`src/rtl/pbs_pkg.sv`:
```
// Constants for the bus status register block
package pbs_pkg;
  // ****************************************************************
  // Register map
  // ****************************************************************
  localparam logic [7:0]  STATUS_OFFSET = 8'h06;
  localparam logic [15:0] STATUS_RESET  = 16'h0210;

  // ****************************************************************
  // Field positions
  // ****************************************************************
  localparam int BIT_DETECTED_PARITY   = 15;
  localparam int BIT_SIGNALED_SIGNALED_SYSTEM_ERROR_FLAG  = 14;
  localparam int BIT_RCVD_MASTER_ABORT = 13;
  localparam int BIT_RCVD_TARGET_ABORT = 12;
  localparam int BIT_SIG_TARGET_ABORT  = 11;
  localparam int BIT_DEVSEL_HI         = 10;
  localparam int BIT_DEVSEL_LO         = 9;
  localparam int BIT_MASTER_DATA_PAR   = 8;
  localparam int BIT_BACK_TO_BACK      = 7;
  localparam int BIT_USER_FEATURE      = 6;
  localparam int BIT_DOUBLE_SPEED      = 5;
  localparam int BIT_CAP_LIST          = 4;
  localparam int BIT_INT_STATUS        = 3;
  localparam int FLAG_COUNT            = 6;

  // ****************************************************************
  // Hardwired field values
  // ****************************************************************
  localparam logic [1:0] DEVSEL_MEDIUM         = 2'h1;
  localparam logic       BACK_TO_BACK_CAPABLE  = 1'h0;
  localparam logic       USER_FEATURE_SUPPORT  = 1'h0;
  localparam logic       DOUBLE_SPEED_CAPABLE  = 1'h0;
  localparam logic       CAP_LIST_PRESENT      = 1'h1;
  localparam logic [2:0] RESERVED_LOW          = 3'h0;
endpackage

```
`src/rtl/pbs_sticky_flag.sv`:
```
// One hardware-set, write-one-to-clear status flag
`timescale 1ns/1ps
`default_nettype none
module pbs_sticky_flag (
  input  wire logic mclk,   // Clock
  input  wire logic rst_n,  // Synchronous reset, active low
  input  wire logic ce,     // Clock enable
  input  wire logic setEv,  // Hardware event
  input  wire logic clrEv,  // Software write-one clear
  output logic      flag    // Sticky flag
);
  logic flag_reg;
  logic flag_next;

  // Set beats clear so an event in the clearing cycle is kept
  always_comb begin
    flag_next = flag_reg;
    if (ce) begin
      if (setEv) begin
        flag_next = 1'b1;
      end else if (clrEv) begin
        flag_next = 1'b0;
      end
    end
  end

  always_ff @(posedge mclk) begin
    if (!rst_n) begin
      flag_reg <= 1'b0;
    end else begin
      flag_reg <= flag_next;
    end
  end

  assign flag = flag_reg;
endmodule
`default_nettype wire

```
`src/rtl/pbs_bus_status.sv`:
```
// Bus status register with error flags, fixed fields and interrupt pin
//
// Behaviour
// - Set detected-parity on address or data parity.
// - Set system-error flag when enabled error signaled.
// - Set master-abort flag on own aborted cycle.
// - Set target-abort flag when target aborts ours.
// - Set signaled-target-abort when we target-abort.
// - Device select timing reads fixed medium 01b.
// - Data parity flag needs PERR, mastership, enable.
// - Bits seven, six, five read zero.
// - Bit four reads one, capability list.
// - Bit three mirrors interrupt; pin gated by disable.
// - Interrupt disable never alters bit three.
// - Bits two to zero read zero, unwritable.
`timescale 1ns/1ps
`default_nettype none
module pbs_bus_status (
  input  wire logic        mclk,                // Clock, 200 MHz
  input  wire logic        rst_n,               // Synchronous reset
  input  wire logic        ce,                  // Clock enable
  input  wire logic        cfgWrEn,             // Config write strobe
  input  wire logic        cfgRdEn,             // Config read strobe
  input  wire logic [7:0]  cfgAddr,             // Config byte offset
  input  wire logic [1:0]  cfgByteEn,           // Byte enables
  input  wire logic [15:0] cfgWrData,           // Config write data
  output logic      [15:0] cfgRdData,           // Config read data
  output logic             cfgRdValid,          // Read data valid
  input  wire logic        parityErrDetected,   // Address or data parity
  input  wire logic        sysErrSignaled,      // System error reported
  input  wire logic        serrEnable,          // Command bit 8
  input  wire logic        masterAbortRcvd,     // Own cycle master abort
  input  wire logic        targetAbortRcvd,     // Own cycle target abort
  input  wire logic        targetAbortSignaled, // We ended with abort
  input  wire logic        perrSeen,            // PERR asserted by anyone
  input  wire logic        busMasterPhase,      // We mastered the phase
  input  wire logic        parityResponseEnable,// Command bit 6
  input  wire logic        interruptPending,    // Function interrupt
  input  wire logic        interruptDisable,    // Command bit 10
  output logic             intxOut,             // Interrupt pin level
  output logic             intxOe               // Interrupt pin enable
);
  // ****************************************************************
  // Event and clear decode
  // ****************************************************************
  logic [pbs_pkg::FLAG_COUNT-1:0] setVec;
  logic [pbs_pkg::FLAG_COUNT-1:0] clrVec;
  logic [pbs_pkg::FLAG_COUNT-1:0] flagVec;
  logic                           statusHit;
  logic                           clrStrobe;
  logic [15:0]                    statusValue;

  assign statusHit = (cfgAddr == pbs_pkg::STATUS_OFFSET);
  // All clearable flags live in the upper byte
  assign clrStrobe = cfgWrEn && statusHit && cfgByteEn[1];

  always_comb begin
    setVec[5] = parityErrDetected;
    setVec[4] = sysErrSignaled && serrEnable;
    setVec[3] = masterAbortRcvd;
    setVec[2] = targetAbortRcvd;
    setVec[1] = targetAbortSignaled;
    setVec[0] = perrSeen && busMasterPhase
                && parityResponseEnable;
    clrVec[5] = clrStrobe
                && cfgWrData[pbs_pkg::BIT_DETECTED_PARITY];
    clrVec[4] = clrStrobe
                && cfgWrData[pbs_pkg::BIT_SIGNALED_SIGNALED_SYSTEM_ERROR_FLAG];
    clrVec[3] = clrStrobe
                && cfgWrData[pbs_pkg::BIT_RCVD_MASTER_ABORT];
    clrVec[2] = clrStrobe
                && cfgWrData[pbs_pkg::BIT_RCVD_TARGET_ABORT];
    clrVec[1] = clrStrobe
                && cfgWrData[pbs_pkg::BIT_SIG_TARGET_ABORT];
    clrVec[0] = clrStrobe
                && cfgWrData[pbs_pkg::BIT_MASTER_DATA_PAR];
  end

  // ****************************************************************
  // Sticky flags
  // ****************************************************************
  genvar gi;
  generate
    for (gi = 0; gi < pbs_pkg::FLAG_COUNT; gi++) begin : gFlag
      pbs_sticky_flag uFlag (
        .mclk  (mclk),
        .rst_n (rst_n),
        .ce    (ce),
        .setEv (setVec[gi]),
        .clrEv (clrVec[gi]),
        .flag  (flagVec[gi])
      );
    end
  endgenerate

  // ****************************************************************
  // Register image
  // ****************************************************************
  // Fixed fields are constants, so writes to them cannot land
  always_comb begin
    statusValue = 16'h0000;
    statusValue[pbs_pkg::BIT_DETECTED_PARITY]   = flagVec[5];
    statusValue[pbs_pkg::BIT_SIGNALED_SIGNALED_SYSTEM_ERROR_FLAG]  = flagVec[4];
    statusValue[pbs_pkg::BIT_RCVD_MASTER_ABORT] = flagVec[3];
    statusValue[pbs_pkg::BIT_RCVD_TARGET_ABORT] = flagVec[2];
    statusValue[pbs_pkg::BIT_SIG_TARGET_ABORT]  = flagVec[1];
    statusValue[pbs_pkg::BIT_DEVSEL_HI:pbs_pkg::BIT_DEVSEL_LO] =
      pbs_pkg::DEVSEL_MEDIUM;
    statusValue[pbs_pkg::BIT_MASTER_DATA_PAR]   = flagVec[0];
    statusValue[pbs_pkg::BIT_BACK_TO_BACK] =
      pbs_pkg::BACK_TO_BACK_CAPABLE;
    statusValue[pbs_pkg::BIT_USER_FEATURE] =
      pbs_pkg::USER_FEATURE_SUPPORT;
    statusValue[pbs_pkg::BIT_DOUBLE_SPEED] =
      pbs_pkg::DOUBLE_SPEED_CAPABLE;
    statusValue[pbs_pkg::BIT_CAP_LIST] = pbs_pkg::CAP_LIST_PRESENT;
    // Live mirror, independent of the disable control
    statusValue[pbs_pkg::BIT_INT_STATUS] = interruptPending;
    statusValue[2:0] = pbs_pkg::RESERVED_LOW;
  end

  // ****************************************************************
  // Read port and interrupt pin
  // ****************************************************************
  logic [15:0] rdData_reg;
  logic [15:0] rdData_next;
  logic        rdValid_reg;
  logic        rdValid_next;
  logic        intxOe_reg;
  logic        intxOe_next;

  always_comb begin
    rdData_next  = rdData_reg;
    rdValid_next = rdValid_reg;
    intxOe_next  = intxOe_reg;
    if (ce) begin
      rdValid_next = cfgRdEn;
      if (cfgRdEn) begin
        // Unmapped offsets answer with zero
        rdData_next = statusHit ? statusValue : 16'h0000;
      end
      intxOe_next = interruptPending && !interruptDisable;
    end
  end

  always_ff @(posedge mclk) begin
    if (!rst_n) begin
      rdData_reg  <= 16'h0000;
      rdValid_reg <= 1'b0;
      intxOe_reg  <= 1'b0;
    end else begin
      rdData_reg  <= rdData_next;
      rdValid_reg <= rdValid_next;
      intxOe_reg  <= intxOe_next;
    end
  end

  assign cfgRdData  = rdData_reg;
  assign cfgRdValid = rdValid_reg;
  // Open drain: the pin only ever pulls low
  assign intxOut    = 1'b0;
  assign intxOe     = intxOe_reg;

  // ****************************************************************
  // Assertions
  // ****************************************************************
  AST_PARITY_SET: assert property (@(posedge mclk)
    disable iff (!rst_n)
    ce && parityErrDetected |=> statusValue[15])
    else $error("parity flag not set");
  AST_SERR_GATED: assert property (@(posedge mclk)
    disable iff (!rst_n)
    ce && !statusValue[14] && !(sysErrSignaled && serrEnable)
    |=> !statusValue[14])
    else $error("system error flag set without enabled error");
  AST_SERR_SET: assert property (@(posedge mclk)
    disable iff (!rst_n)
    ce && sysErrSignaled && serrEnable |=> statusValue[14])
    else $error("system error flag not set");
  AST_RECEIVED_MASTER_ABORT_FLAG_SET: assert property (@(posedge mclk)
    disable iff (!rst_n)
    ce && masterAbortRcvd |=> statusValue[13])
    else $error("master abort flag not set");
  AST_TABORT_RCV: assert property (@(posedge mclk)
    disable iff (!rst_n)
    ce && targetAbortRcvd |=> statusValue[12])
    else $error("received target abort flag not set");
  AST_SIGNALED_TARGET_ABORT_FLAG: assert property (@(posedge mclk)
    disable iff (!rst_n)
    ce && targetAbortSignaled |=> statusValue[11])
    else $error("signaled target abort flag not set");
  AST_DEVSEL_FIXED: assert property (@(posedge mclk)
    disable iff (!rst_n)
    statusValue[10:9] == pbs_pkg::DEVSEL_MEDIUM)
    else $error("device select timing field wrong");
  AST_FIXED_FIELDS: assert property (@(posedge mclk)
    disable iff (!rst_n)
    statusValue[7:4] == 4'h1 && statusValue[2:0] == 3'h0)
    else $error("fixed fields wrong");
  AST_DPAR_GATED: assert property (@(posedge mclk)
    disable iff (!rst_n)
    ce && !statusValue[8]
    && !(perrSeen && busMasterPhase && parityResponseEnable)
    |=> !statusValue[8])
    else $error("data parity flag set without all conditions");
  AST_DPAR_SET: assert property (@(posedge mclk)
    disable iff (!rst_n)
    ce && perrSeen && busMasterPhase && parityResponseEnable
    |=> statusValue[8])
    else $error("data parity flag not set");
  AST_INT_PIN: assert property (@(posedge mclk)
    disable iff (!rst_n)
    ce |=> intxOe == ($past(interruptPending) && !$past(interruptDisable)))
    else $error("interrupt pin not gated by disable");
  AST_INT_MIRROR: assert property (@(posedge mclk)
    disable iff (!rst_n)
    interruptDisable |-> statusValue[3] == interruptPending)
    else $error("interrupt status altered by disable");
  AST_STICKY: assert property (@(posedge mclk)
    disable iff (!rst_n)
    statusValue[15] && !(ce && clrVec[5]) |=> statusValue[15])
    else $error("parity flag lost without clear");
  AST_CLEAR: assert property (@(posedge mclk)
    disable iff (!rst_n)
    ce && clrVec[2] && !setVec[2] |=> !statusValue[12])
    else $error("write one did not clear flag");
  AST_SET_WINS: assert property (@(posedge mclk)
    disable iff (!rst_n)
    ce && setVec[5] && clrVec[5] |=> statusValue[15])
    else $error("clear beat a simultaneous parity event");
  // Flags must hold while the clock enable is low
  AST_CE_FREEZE: assert property (@(posedge mclk)
    disable iff (!rst_n)
    !ce |=> flagVec == $past(flagVec))
    else $error("flags moved while clock enable low");
  AST_RESET_VAL: assert property (@(posedge mclk)
    disable iff (!rst_n)
    $rose(rst_n) |-> (statusValue & 16'hfff7) == pbs_pkg::STATUS_RESET)
    else $error("reset value wrong");
endmodule
`default_nettype wire

```
`config.mk`:
```
export PLATFORM = sky130hd
export DESIGN_NAME = pbs_bus_status
export DESIGN_NICKNAME = d
export VERILOG_FILES = /design/src/rtl/pbs_pkg.sv /design/src/rtl/pbs_sticky_flag.sv /design/src/rtl/pbs_bus_status.sv
export SDC_FILE = /design/constraint.sdc
export NUM_CORES = 1
export LEC_CHECK = 0
export BUFFER_PORTS_ARGS = -buffer_cell sky130_fd_sc_hd__buf_4
export CAP_MARGIN = 20
export CORE_ASPECT_RATIO = 0.5
export CORE_MARGIN = 2
export CORE_UTILIZATION = 29
export DETAILED_ROUTE_END_ITERATION = 7
export GPL_TIMING_DRIVEN = 0
export PLACE_DENSITY = 0.56
export SYNTH_ARGS = -nofsm -noshare
export SYNTH_HDL_FRONTEND = slang
export SYNTH_HIERARCHICAL = 1
export SYNTH_SLANG_ARGS = --single-unit
export TNS_END_PERCENT = 10
```
`constraint.sdc`:
```
create_clock -name mclk -period 1.8 [get_ports mclk]
set_input_delay 0.09 -clock mclk [delete_from_list [all_inputs] [get_ports mclk]]
set_output_delay 0.09 -clock mclk [all_outputs]
set_load 0.02 [all_outputs]
```
* Yosys cells after proc, flatten, opt, wreduce, memory -nomap -nowiden
Cells that the tools add are included.
** Cells by class
- Reduce and logical (&&, ||, !) cells :: 26
- Muxes and demuxes :: 13
- Equal/unequal tests :: 1
** Operator list (count)
- 16-bit two-way mux :: 1
- 2-bit AND reduction :: 7
- 1-bit logical AND :: 12
- 1-bit two-way mux :: 12
- 2-bit nonzero test :: 6
- 8-bit by 3-bit equality test with 1-bit output, second input constant :: 1
- 1-bit logical NOT :: 1
** Storage, ports and cells
- Flip-flop bits (word level) :: 24
- Input bits :: 42
- Word-level logic and storage cells :: 49

* Depth between registers and ports, before layout
Gate-level depths: netlist of run 1.
- Depth after elaboration :: 6
- Depth in mapped cells :: 6
- Depth with buffers taken out :: 4

* Modules after synthesis
The synthesis of run 1 kept the hierarchy.
** Modules (own cells, without submodules)
- pbs_bus_status :: instances 1, cells an instance 76, area an instance 685.7 um^2
- pbs_sticky_flag :: instances 6, cells an instance 4, area an instance 38.8 um^2

* Worst setup path after synthesis of run 1
No wires, ideal clock.
- Path type :: input to register
- From :: input port cfgAddr[7]
- To :: register gFlag[0].uFlag.flag_reg
- Path buffers :: 2
- Required time :: 1.685 ns
- Data arrival time :: 1.377 ns
- Path slack :: 0.307 ns
- Stages :: 6
- Cells stage by stage :: or4b_1 > buf_2 > buf_6 > nor4_2 > nand2_1 > a31o_1
** On the way
- Longest elaborated chain between the ends :: 6
** Ends and longest elaborated chain
- from (decl) :: RTL line pbs_bus_status.sv:24 : input wire logic [7:0] cfgAddr,
- 8-bit by 3-bit equality test with 1-bit output :: RTL line pbs_bus_status.sv:53 : assign statusHit = (cfgAddr == pbs_pkg::STATUS_OFFSET);
- 1-bit logical AND (2 in series) :: RTL line pbs_bus_status.sv:55 : assign clrStrobe = cfgWrEn && statusHit && cfgByteEn[1];
- 1-bit logical AND :: RTL line pbs_bus_status.sv:76 : && cfgWrData[pbs_pkg::BIT_MASTER_DATA_PAR];
- named net clrVec, one bit :: RTL line pbs_bus_status.sv:47 : logic [pbs_pkg::FLAG_COUNT-1:0] clrVec;
- 2-bit nonzero test (no source line)
- 2-bit AND reduction (no source line)
- to (signal assigned) :: RTL line pbs_sticky_flag.sv:31 : flag_reg <= flag_next;
- to (decl) :: RTL line pbs_sticky_flag.sv:12 : logic flag_reg;
The timed path passes the listed nets, and every way through them passes these cells.
A chain may end at the register's enable or synchronous reset.

* Worst setup path in the final report of run 1
- From :: input port cfgAddr[7]
- To :: register gFlag[4].uFlag.flag_reg
** On the way
- Longest elaborated chain between the ends :: 6
** Ends and longest elaborated chain
- 8-bit by 3-bit equality test with 1-bit output :: RTL line pbs_bus_status.sv:53
- 1-bit logical AND (2 in series) :: RTL line pbs_bus_status.sv:55
- 1-bit logical AND :: RTL line pbs_bus_status.sv:68 : && cfgWrData[pbs_pkg::BIT_SIGNALED_SIGNALED_SYSTEM_ERROR_FLAG];
- named net clrVec, one bit :: RTL line pbs_bus_status.sv:47
- 2-bit nonzero test (no source line)
- 2-bit AND reduction (no source line)
- to (signal assigned) :: RTL line pbs_sticky_flag.sv:31
- to (decl) :: RTL line pbs_sticky_flag.sv:12
The timed path passes the listed nets, and every way through them passes these cells.

==> flow_summary.toml, run 1 <==
[status]
status = "completed"

[drt]
wl_per_cell_um = 10.7
routed-via-count = 864
vias_per_cell = 4.52
wl_mm = 2.05
dr.pass1.iters = 4
drt-initial-drc-count = 14
drc = 0
postRouteAntennaNets = 0

[clock_network]
root_buffer = "clkbuf_8"
clk_path_buf_depth = 2
clock-sinks = 16
clk_latency_ns = 0.25
post_cts_buffers = 0
cts_max_level = 1
ctsResizeCount = 0
hold_buffers = 0
clkTransAtPathRegs_ns = 0.06
cts_tree = "done"
numCtsBuffers = 3

[setup_path]
cp_top_family = "simple AND/OR/NAND/NOR gates"
path_depth = 7
crit_arrival_ns = 1.56
r2r_start = "gFlag[4].uFlag/flag$_SDFFE_PN0P_"
path_cells = "buf_4 > or4b_1 > buf_2 > buf_6 > nor4_2 > nand2_1 > a31o_1"
slowest_stage = "or4b_1"
critical_path.endpoint_type = "flop"
cp_max_fo = 10
cp.buffers_inverters = 3
slowest_delay_ns = 0.49
r2r_cells = 2
worstReg2RegEnd = "cfgRdData[14]$_SDFFE_PN0P_"
worstSetupPathType = "primary input to flop"
startpoint_type = "primary input"
regToRegSetupSlack_ns = 1.03
critPathRequiredTime_ns = 1.95

[sta]
fmax_mhz = 711
worst_pin_slew_ns = 0.514
fin_tns_setup_ns = 0
setup_viol = 0
rsz0062_at_grt = "no"
min_period_ns = 1.41
finClkSkew_ns = 0.00129
drv_slew = 0
post-route-period-util_pct = 78.2
slew_headroom_pct = 65.7
hold_violations = 0

[global_routing]
grt_pass1_vias = 784
grt_antenna_before_repair = 0
gr-total-overflow = 0
grt.total_usage_pct = 11.8
grt_pass1_wl_mm = 3.48
grt_max_degree = 16

[logic_synthesis]
syn_area_um2 = 918
ys_seq_area_share_pct = 34.9
yosys_warnings = 6
synth_cell_types = 23
ys_ff_latch = 16
syn_avg_cell_area_um2 = 9.18
netlist_instances = 100

[cells_and_area]
synthToLayoutAreaGrowth_pct = 47.0
antenna_cells = 0
drive_gt1_share_pct = 44.4
fin_area_mm2 = 0.00135
nets = 194
post-route-util_pct = 44.8
largest_reg_flops = 8

[placed_design]
dpl.hpwl_mm = 1.60
place.gp.congestion = 0.731
postPlaceCellArea_mm2 = 0.00129
portBuffers = 40

[floorplanning]
die_h_um = 43.8
initial_core_util_pct = 30.5
num_io_pins = 61
num_rows = 14
die_w_um = 83.6
coreArea_mm2 = 0.00301
dieArea_mm2 = 0.00366

[power]
p_per_area_mw_per_mm2 = 621
static-leakage-power_nw = 0.590
switching_share_pct = 24.1
clockPowerShare_pct = 38.1
p_int_mw = 0.636
seqPwrFrac_pct = 44.3
combPwrFrac_pct = 17.6
peakVddDrop_mv = 0.271
power_switching_mw = 0.202

[hold_path]
hold_class = "primary input to flop"
holdPathEnd = "intxOe$_SDFFE_PN0P_"
min_from = "interruptDisable"
hold_depth = 3

[run]
maxCapViolCount = 0
## synth_stat cells, drive strengths merged
cell	number	share of area, %
dfxtp	16	35
nand2	15	6.1
buf	13	11
o32ai	8	11
and3	7	4.8
nand4	7	4.8
a31o	6	5.7
inv	6	2.5
nor4	6	9.1
clkbuf	5	2.0
and2	2	1.4
or4b	2	2.2
a21boi	1	0.82
conb	1	0.41
nand2b	1	0.68
nand3	1	0.54
nand3b	1	0.82
nor2b	1	0.68
o21a	1	0.82
## layer usage
layer,up-vias,wire length [um],global-route usage [%],part of all wire [%]
met5,-,0,0,0
met4,0,10,2.90,0.49
met3,3,108,3.43,5.3
met1,391,1000,14.7,49
met2,21,933,20.6,45
li1,449,-,-,-
## layout make-up
class,instances,area (um2)
Sequential cell,16,320
Timing Repair Buffer,40,300
Fill cell,323,1660
Inverter,6,22.5
Tap cell,40,50.0
Multi-Input combinational cell,67,483
Clock buffer,4,55.1
Buffer,18,119
## worst min-delay path, delay by kind of cell
kind,cells,cell delay (ns)
buffers and inverters,1,0.07
AO/OA/AOI/OAI,1,0.07
AND/OR/NAND/NOR,1,0.09
## layout by cell type (no fill, tap or decap)
master	netlist	final
buf_4	9	49
dfxtp_1	16	16
nand2_1	15	15
conb_1	1	8
and3_1	7	7
nand4_1	7	7
inv_1	6	6
a31o_1	6	6
nor4_2	5	5
clkbuf_1	5	5
o32ai_2	4	4
o32ai_1	4	4
clkbuf_8	0	4
or4b_1	2	2
buf_2	2	2
buf_6	2	2
and2_1	2	2
nor4_4	1	1
nand3_1	1	1
nor2b_1	1	1
o21a_1	1	1
nand2b_1	1	1
nand3b_1	1	1
a21boi_0	1	1
## how the worst max path moves through the flow
stage,start,to
finish,cfgAddr[7],gFlag[4].uFlag/flag$_SDFFE_PN0P_
global route,cfgAddr[7],gFlag[0].uFlag/flag$_SDFFE_PN0P_
CTS,cfgAddr[7],gFlag[4].uFlag/flag$_SDFFE_PN0P_
detailed placement,cfgAddr[7],gFlag[4].uFlag/flag$_SDFFE_PN0P_
global placement,cfgAddr[7],gFlag[0].uFlag/flag$_SDFFE_PN0P_
floorplan,cfgAddr[7],gFlag[0].uFlag/flag$_SDFFE_PN0P_
## logic make-up after synthesis
group | share of synthesized area (%)
AOI/OAI and AO/OA | 18.3
buffers and inverters | 15.4
DFF | 34.9
other | 0.408
and+or+nand+nor | 31.1
## power by group through the flow
stage	clock network [mW]	registers (mW)	logic (mW)
final	0.320	0.371	0.147
after detailed placement	0	0.379	0.147
after floorplan	0	0.381	0.0781
after global routing	0.346	0.373	0.161
after global placement	0	0.379	0.146
after CTS	0.330	0.371	0.148
## stage by stage
stage | setup WS (ns) | std cells | hold WS, ns | power [mW]
after global routing | 0.284 | 191 | 0.152 | 0.880
final | 0.393 | 191 | 0.116 | 0.838
after floorplan | 0.307 | 107 | 0.232 | 0.459
after detailed placement | 0.102 | 187 | 0.383 | 0.526
after CTS | 0.376 | 191 | 0.116 | 0.850
after global placement | 0.120 | 187 | 0.378 | 0.525
Power figures use the tool's default switching activity.
==> run 2: changes to the inputs <==
- ABC_AREA: unset -> 1
- PLACE_DENSITY: 0.56 -> 0.61
- clock period: 1.8 -> 1.2 ns (I/O delays scaled with it)
==> run 2 against run 1 <==
Against the previous run:
- combinational power rose by 35%
- largest power group unchanged
- wire length fell by 16%
- final cell count rose by 6.8%
- die area fell by 12%
- synthesized cell count rose by 15%
- global-route usage fell by 0.83 points
- critical path type is now flop to primary output
- power rose by 46%
- worst setup slack got worse by 0.091 ns
- clock skew rose by 0.0020 ns
- non-clock buffer count fell by 8
- first-iteration DRC count rose to 2.9 times the previous value
- core utilization rose by 2.5 points
==> flow_summary.toml, run 2 <==
[status]
status = "completed"

[drt]
drt-initial-drc-count = 41
postRouteAntennaNets = 0
wl_mm = 1.73
wl_per_cell_um = 8.48
vias_per_cell = 4.03
routed-via-count = 822
drc = 0
dr.pass1.iters = 4

[cells_and_area]
drive_gt1_share_pct = 37.7
fin_area_mm2 = 0.00124
final_common_cell = "buf_4"
nets = 210
post-route-util_pct = 47.3
largest_reg_flops = 8
antenna_cells = 0
synthToLayoutAreaGrowth_pct = 54.2
nFillCells = 276
seq_area_um2 = 320
finalNonFillerCells = 204
layout_common_cells = "50 x buf_4, 32 x nand2_1, 17 x inv_1"
multi_input_area_um2 = 374

[clock_network]
cts_tree = "done"
clk_path_buf_depth = 2
clk_latency_ns = 0.25
ctsResizeCount = 0
hold_buffers = 0
numCtsBuffers = 3
root_buffer = "clkbuf_8"
post_cts_buffers = 0
clkTransAtPathRegs_ns = 0.06
cts_max_level = 1
clock-sinks = 16

[setup_path]
slowest_stage = "dfxtp_1"
critical_path.endpoint_type = "primary output"
worstSetupPathType = "flop to primary output"
critPathRequiredTime_ns = 1.14
cp.buffers_inverters = 2
startpoint_type = "flop"
crit_arrival_ns = 0.84
cp_top_family = "flip-flops"
path_common_cell = "buf_4"
path_cells = "buf_4 > buf_4"
cp_max_fo = 3
slowest_delay_ns = 0.32

[placed_design]
postPlaceCellArea_mm2 = 0.00118
dpl.hpwl_mm = 1.38
place_ws_ns = 0.0310
place.gp.congestion = 0.683
dpl.cell_count = 200
portBuffers = 41

[sta]
fmax_mhz = 1110
finClkSkew_ns = 0.00333
fin_ws_ns = 0.302
rsz0062_at_grt = "no"
min_period_ns = 0.898
fin_tns_setup_ns = 0
hold_slack_ns = 0.0671
post-route-period-util_pct = 74.8
setup_viol = 0
drv_slew = 0
hold_violations = 0

[floorplanning]
initial_core_util_pct = 30.7
die_h_um = 41.2
num_io_pins = 61
dieArea_mm2 = 0.00323
die_w_um = 78.4
num_rows = 13
coreArea_mm2 = 0.00262

[logic_synthesis]
ys_seq_area_share_pct = 39.9
synth_cell_types = 14
yosys_warnings = 6
syn_avg_cell_area_um2 = 6.98
netlist_instances = 115
ys_ff_latch = 16
synth-main-ff-cell = "dfxtp_1"
ys_top_cells_by_count = "32 x nand2_1, 17 x inv_1, 16 x dfxtp_1, 12 x nor2_1, 10 x a21oi_1"
syn_area_um2 = 803
yosysMostFrequentCell = "nand2_1"
synth_top_area_share_pct = 39.9
synth-edff-count = 0
ys_top_cells_by_area = "dfxtp_1 40%, nand2_1 15%, buf_4 8.4%"
synth.largest_area_cell = "dfxtp_1"
async_reset_ff_share_pct = 0

[power]
peakVddDrop_mv = 0.545
power_mw = 1.22
p_per_area_mw_per_mm2 = 986
static-leakage-power_nw = 0.623

[hold_path]
hold_class = "primary input to flop"

[global_routing]
grt.total_usage_pct = 11.0
gr-total-overflow = 0
grt_antenna_before_repair = 0
grt_pass1_vias = 674
grt_max_degree = 16
grt_pass1_wl_mm = 2.68

[run]
maxCapViolCount = 0
[run 2: tightest hold or removal path, stage by stage]
cell and delay, ns:
buf_4 0.11, nand2_1 0.06, a21oi_2 0.05
[run 2: logic make-up (layout without fill, tap and decap cells)]
logic type / Yosys count / after routing / share of synthesized area [%]
simple gates: 55 / 55 / 30.1
flops: 16 / 16 / 39.9
other cells: 1 / 8 / 0.467
compound gates: 16 / 16 / 12.8
buf+inv: 27 / 72 / 16.8
[run 2: metal layers]
layer,vias to the layer above,global-route usage (%),part of all wire [%]
li1,438,-,-
met1,358,11.9,43
met2,26,21.8,50
met3,0,3.96,7.2
met4,0,2.63,0
met5,-,0,0
[run 2: where the power goes]
| group | leakage, nW | total [mW] | switching, mW | internal (mW) |
|---|---|---|---|---|
| Combinational | 0.464 | 0.199 | 0.0947 | 0.104 |
| Clock | 0.0288 | 0.468 | 0.177 | 0.291 |
| Sequential | 0.130 | 0.554 | 0.00770 | 0.547 |
[run 2: path summary, 6_finish.rpt]
path / start / endpoint / slack (ns) / cells past startpoint
setup / recovery: cfgRdData[9]$_SDFFE_PN0P_ / cfgRdData[9] / 0.30 / 2
hold / removal: masterAbortRcvd / gFlag[3].uFlag/flag$_SDFFE_PN0P_ / 0.07 / 3
setup reg to reg: cfgRdData[9]$_SDFFE_PN0P_ / cfgRdData[9]$_SDFFE_PN0P_ / 0.58 / 2
hold reg to reg: gFlag[3].uFlag/flag$_SDFFE_PN0P_ / gFlag[3].uFlag/flag$_SDFFE_PN0P_ / 0.47 / 2
[run 2: final cells by class]
class / instances / share of cell area [%]
Multi-Input combinational cell: 79 / 30.2
Clock buffer: 4 / 4.44
Tap cell: 37 / 3.74
Sequential cell: 16 / 25.9
Inverter: 18 / 5.45
Buffer: 9 / 5.45
Timing Repair Buffer: 41 / 24.8
==> run 3: changes to the inputs <==
- ABC_AREA: 1 -> 0
- PLACE_DENSITY: 0.61 -> 0.58
- clock period: 1.2 -> 0.8 ns (I/O delays scaled with it)
==> run 3 against run 2 <==
Against the previous run:
- the flow now finishes with violations (setup timing)
- count of clock-buffer cells in the layout stayed put
- worst setup slack got worse by 0.74 ns
- die area up 13%
- register-to-register slack got worse by 0.59 ns
- design area grew 21%
- clock skew rose by 0.0011 ns
- core utilization is 2.5 points higher
- combinational power increased by 90%
- sequential share of layout area is 4.2 points lower
- power grew 58%
- critical path type is now primary input to flop
- critical endpoint is now gFlag[0].uFlag/flag$_SDFFE_PN0P_
==> flow_summary.toml, run 3 (synthesized netlist as in run 1, its figures left out) <==
[sta]
hold_slack_ns = 0.0719
fmax_mhz = 809
slew_headroom_pct = 62.9
min_period_ns = 1.24
fin_ws_ns = -0.436
worst_pin_slew_ns = 0.555
rsz0062_at_grt = "yes"
setup_viol = 15
post-route-period-util_pct = 154
drv_slew = 0
finClkSkew_ns = 0.00444
hold_violations = 0

[cells_and_area]
nFillCells = 300
final_common_cell = "buf_4"
largest_reg_flops = 8
finalNonFillerCells = 193
layout_common_cells = "45 x buf_4, 15 x nand2_1, 12 x dfxtp_1"
drive_gt1_share_pct = 52.9
synthToLayoutAreaGrowth_pct = 63.4
antenna_cells = 0
nets = 196

[drt]
postRouteAntennaNets = 0
wl_per_cell_um = 11.3
vias_per_cell = 4.44
drt-initial-drc-count = 46
wl_mm = 2.18
dr.pass1.iters = 4
routed-via-count = 857
drc = 0

[global_routing]
gr-total-overflow = 0
grt_max_degree = 16
grt_pass1_vias = 854
grt_pass1_wl_mm = 3.66
grt_antenna_before_repair = 0
grt.total_usage_pct = 12.2

[hold_path]
hold_class = "primary input to flop"

[setup_path]
worstSetupPathType = "primary input to flop"
crit_arrival_ns = 1.38
cp_max_fo = 7
startpoint_type = "primary input"
slowest_delay_ns = 0.56
critPathRequiredTime_ns = 0.94
path_cells = "buf_6 > or4b_4 > buf_12 > nor4_4 > nand2_1 > a31o_1"
slowest_stage = "or4b_4"
critical_path.endpoint_type = "flop"

[placed_design]
place.gp.congestion = 0.718
dpl.hpwl_mm = 1.66
dpl.cell_count = 187
place_ws_ns = -0.867
portBuffers = 40

[floorplanning]
dieArea_mm2 = 0.00366
num_io_pins = 61
coreArea_mm2 = 0.00301
initial_core_util_pct = 30.5
num_rows = 14
die_h_um = 43.8
die_w_um = 83.6

[clock_network]
cts_max_level = 1
clock-sinks = 16
hold_buffers = 0
cts_tree = "done"
clk_path_buf_depth = 2
clkTransAtPathRegs_ns = 0.07
clk_latency_ns = 0.25
root_buffer = "clkbuf_8"
numCtsBuffers = 3

[run]
maxCapViolCount = 0

[power]
peakVddDrop_mv = 0.655
static-leakage-power_nw = 0.666
p_per_area_mw_per_mm2 = 1290

[status]
status = "finished, violations left"
violations = "setup timing"
run 3: layer usage:
layer	up-vias	wire, um	global-route usage [%]
li1	452	-	-
met1	385	1100	15.7
met2	20	971	21.4
met3	0	108	3.05
met4	0	0	1.94
met5	-	0	0
run 3: power breakdown:
group	switching [mW]	internal, mW	leakage (nW)
registers	0.0144	0.823	0.132
logic	0.181	0.197	0.505
clock network	0.282	0.437	0.0288
run 3: timing repair:
item	4_1_cts	5_1_grt
resized for setup	16	13
endpoints found under the setup margin	17	21
pin swaps	12	8
setup buffers	4	0
run 3: worst paths after layout:
| check | from | cells past startpoint | slack, ns | end |
|---|---|---|---|---|
| setup / recovery | cfgAddr[4] | 6 | -0.44 | gFlag[0].uFlag/flag$_SDFFE_PN0P_ |
| hold / removal | interruptDisable | 3 | 0.07 | intxOe$_SDFFE_PN0P_ |
| setup reg to reg | gFlag[2].uFlag/flag$_SDFFE_PN0P_ | 2 | -0.01 | cfgRdData[12]$_SDFFE_PN0P_ |
| hold reg to reg | cfgRdData[12]$_SDFFE_PN0P_ | 2 | 0.48 | cfgRdData[12]$_SDFFE_PN0P_ |
run 3: stage by stage:
step           setup TNS, ns  power [mW]  utilization (%)  area (um2)
6_report               -4.13        1.93             49.8        1500
5_1_grt                -4.55        2.02             49.8        1500
4_1_cts                -4.89        1.93             48.2        1450
3_5_place_dp           -9.49        1.19             43.4        1310
3_3_place_gp           -9.40        1.19             43.4        1310
2_1_floorplan          -6.21        1.04                -         958
run 3: cell type report:
class	count	area, um2	area share (%)
buffer	16	134	8.92
timing repair buffer	44	357	23.8
sequential	16	325	21.7
inverter	6	22.5	1.50
multi-input combinational	67	557	37.1
tap	40	50.0	3.34
clock buffer	4	55.1	3.67
run 3: critical path, delay by kind of cell:
family	cells	cell delay [ns]
AND/OR/NAND/NOR	3	0.91
buffers and inverters	2	0.26
AO/OA/AOI/OAI	1	0.17
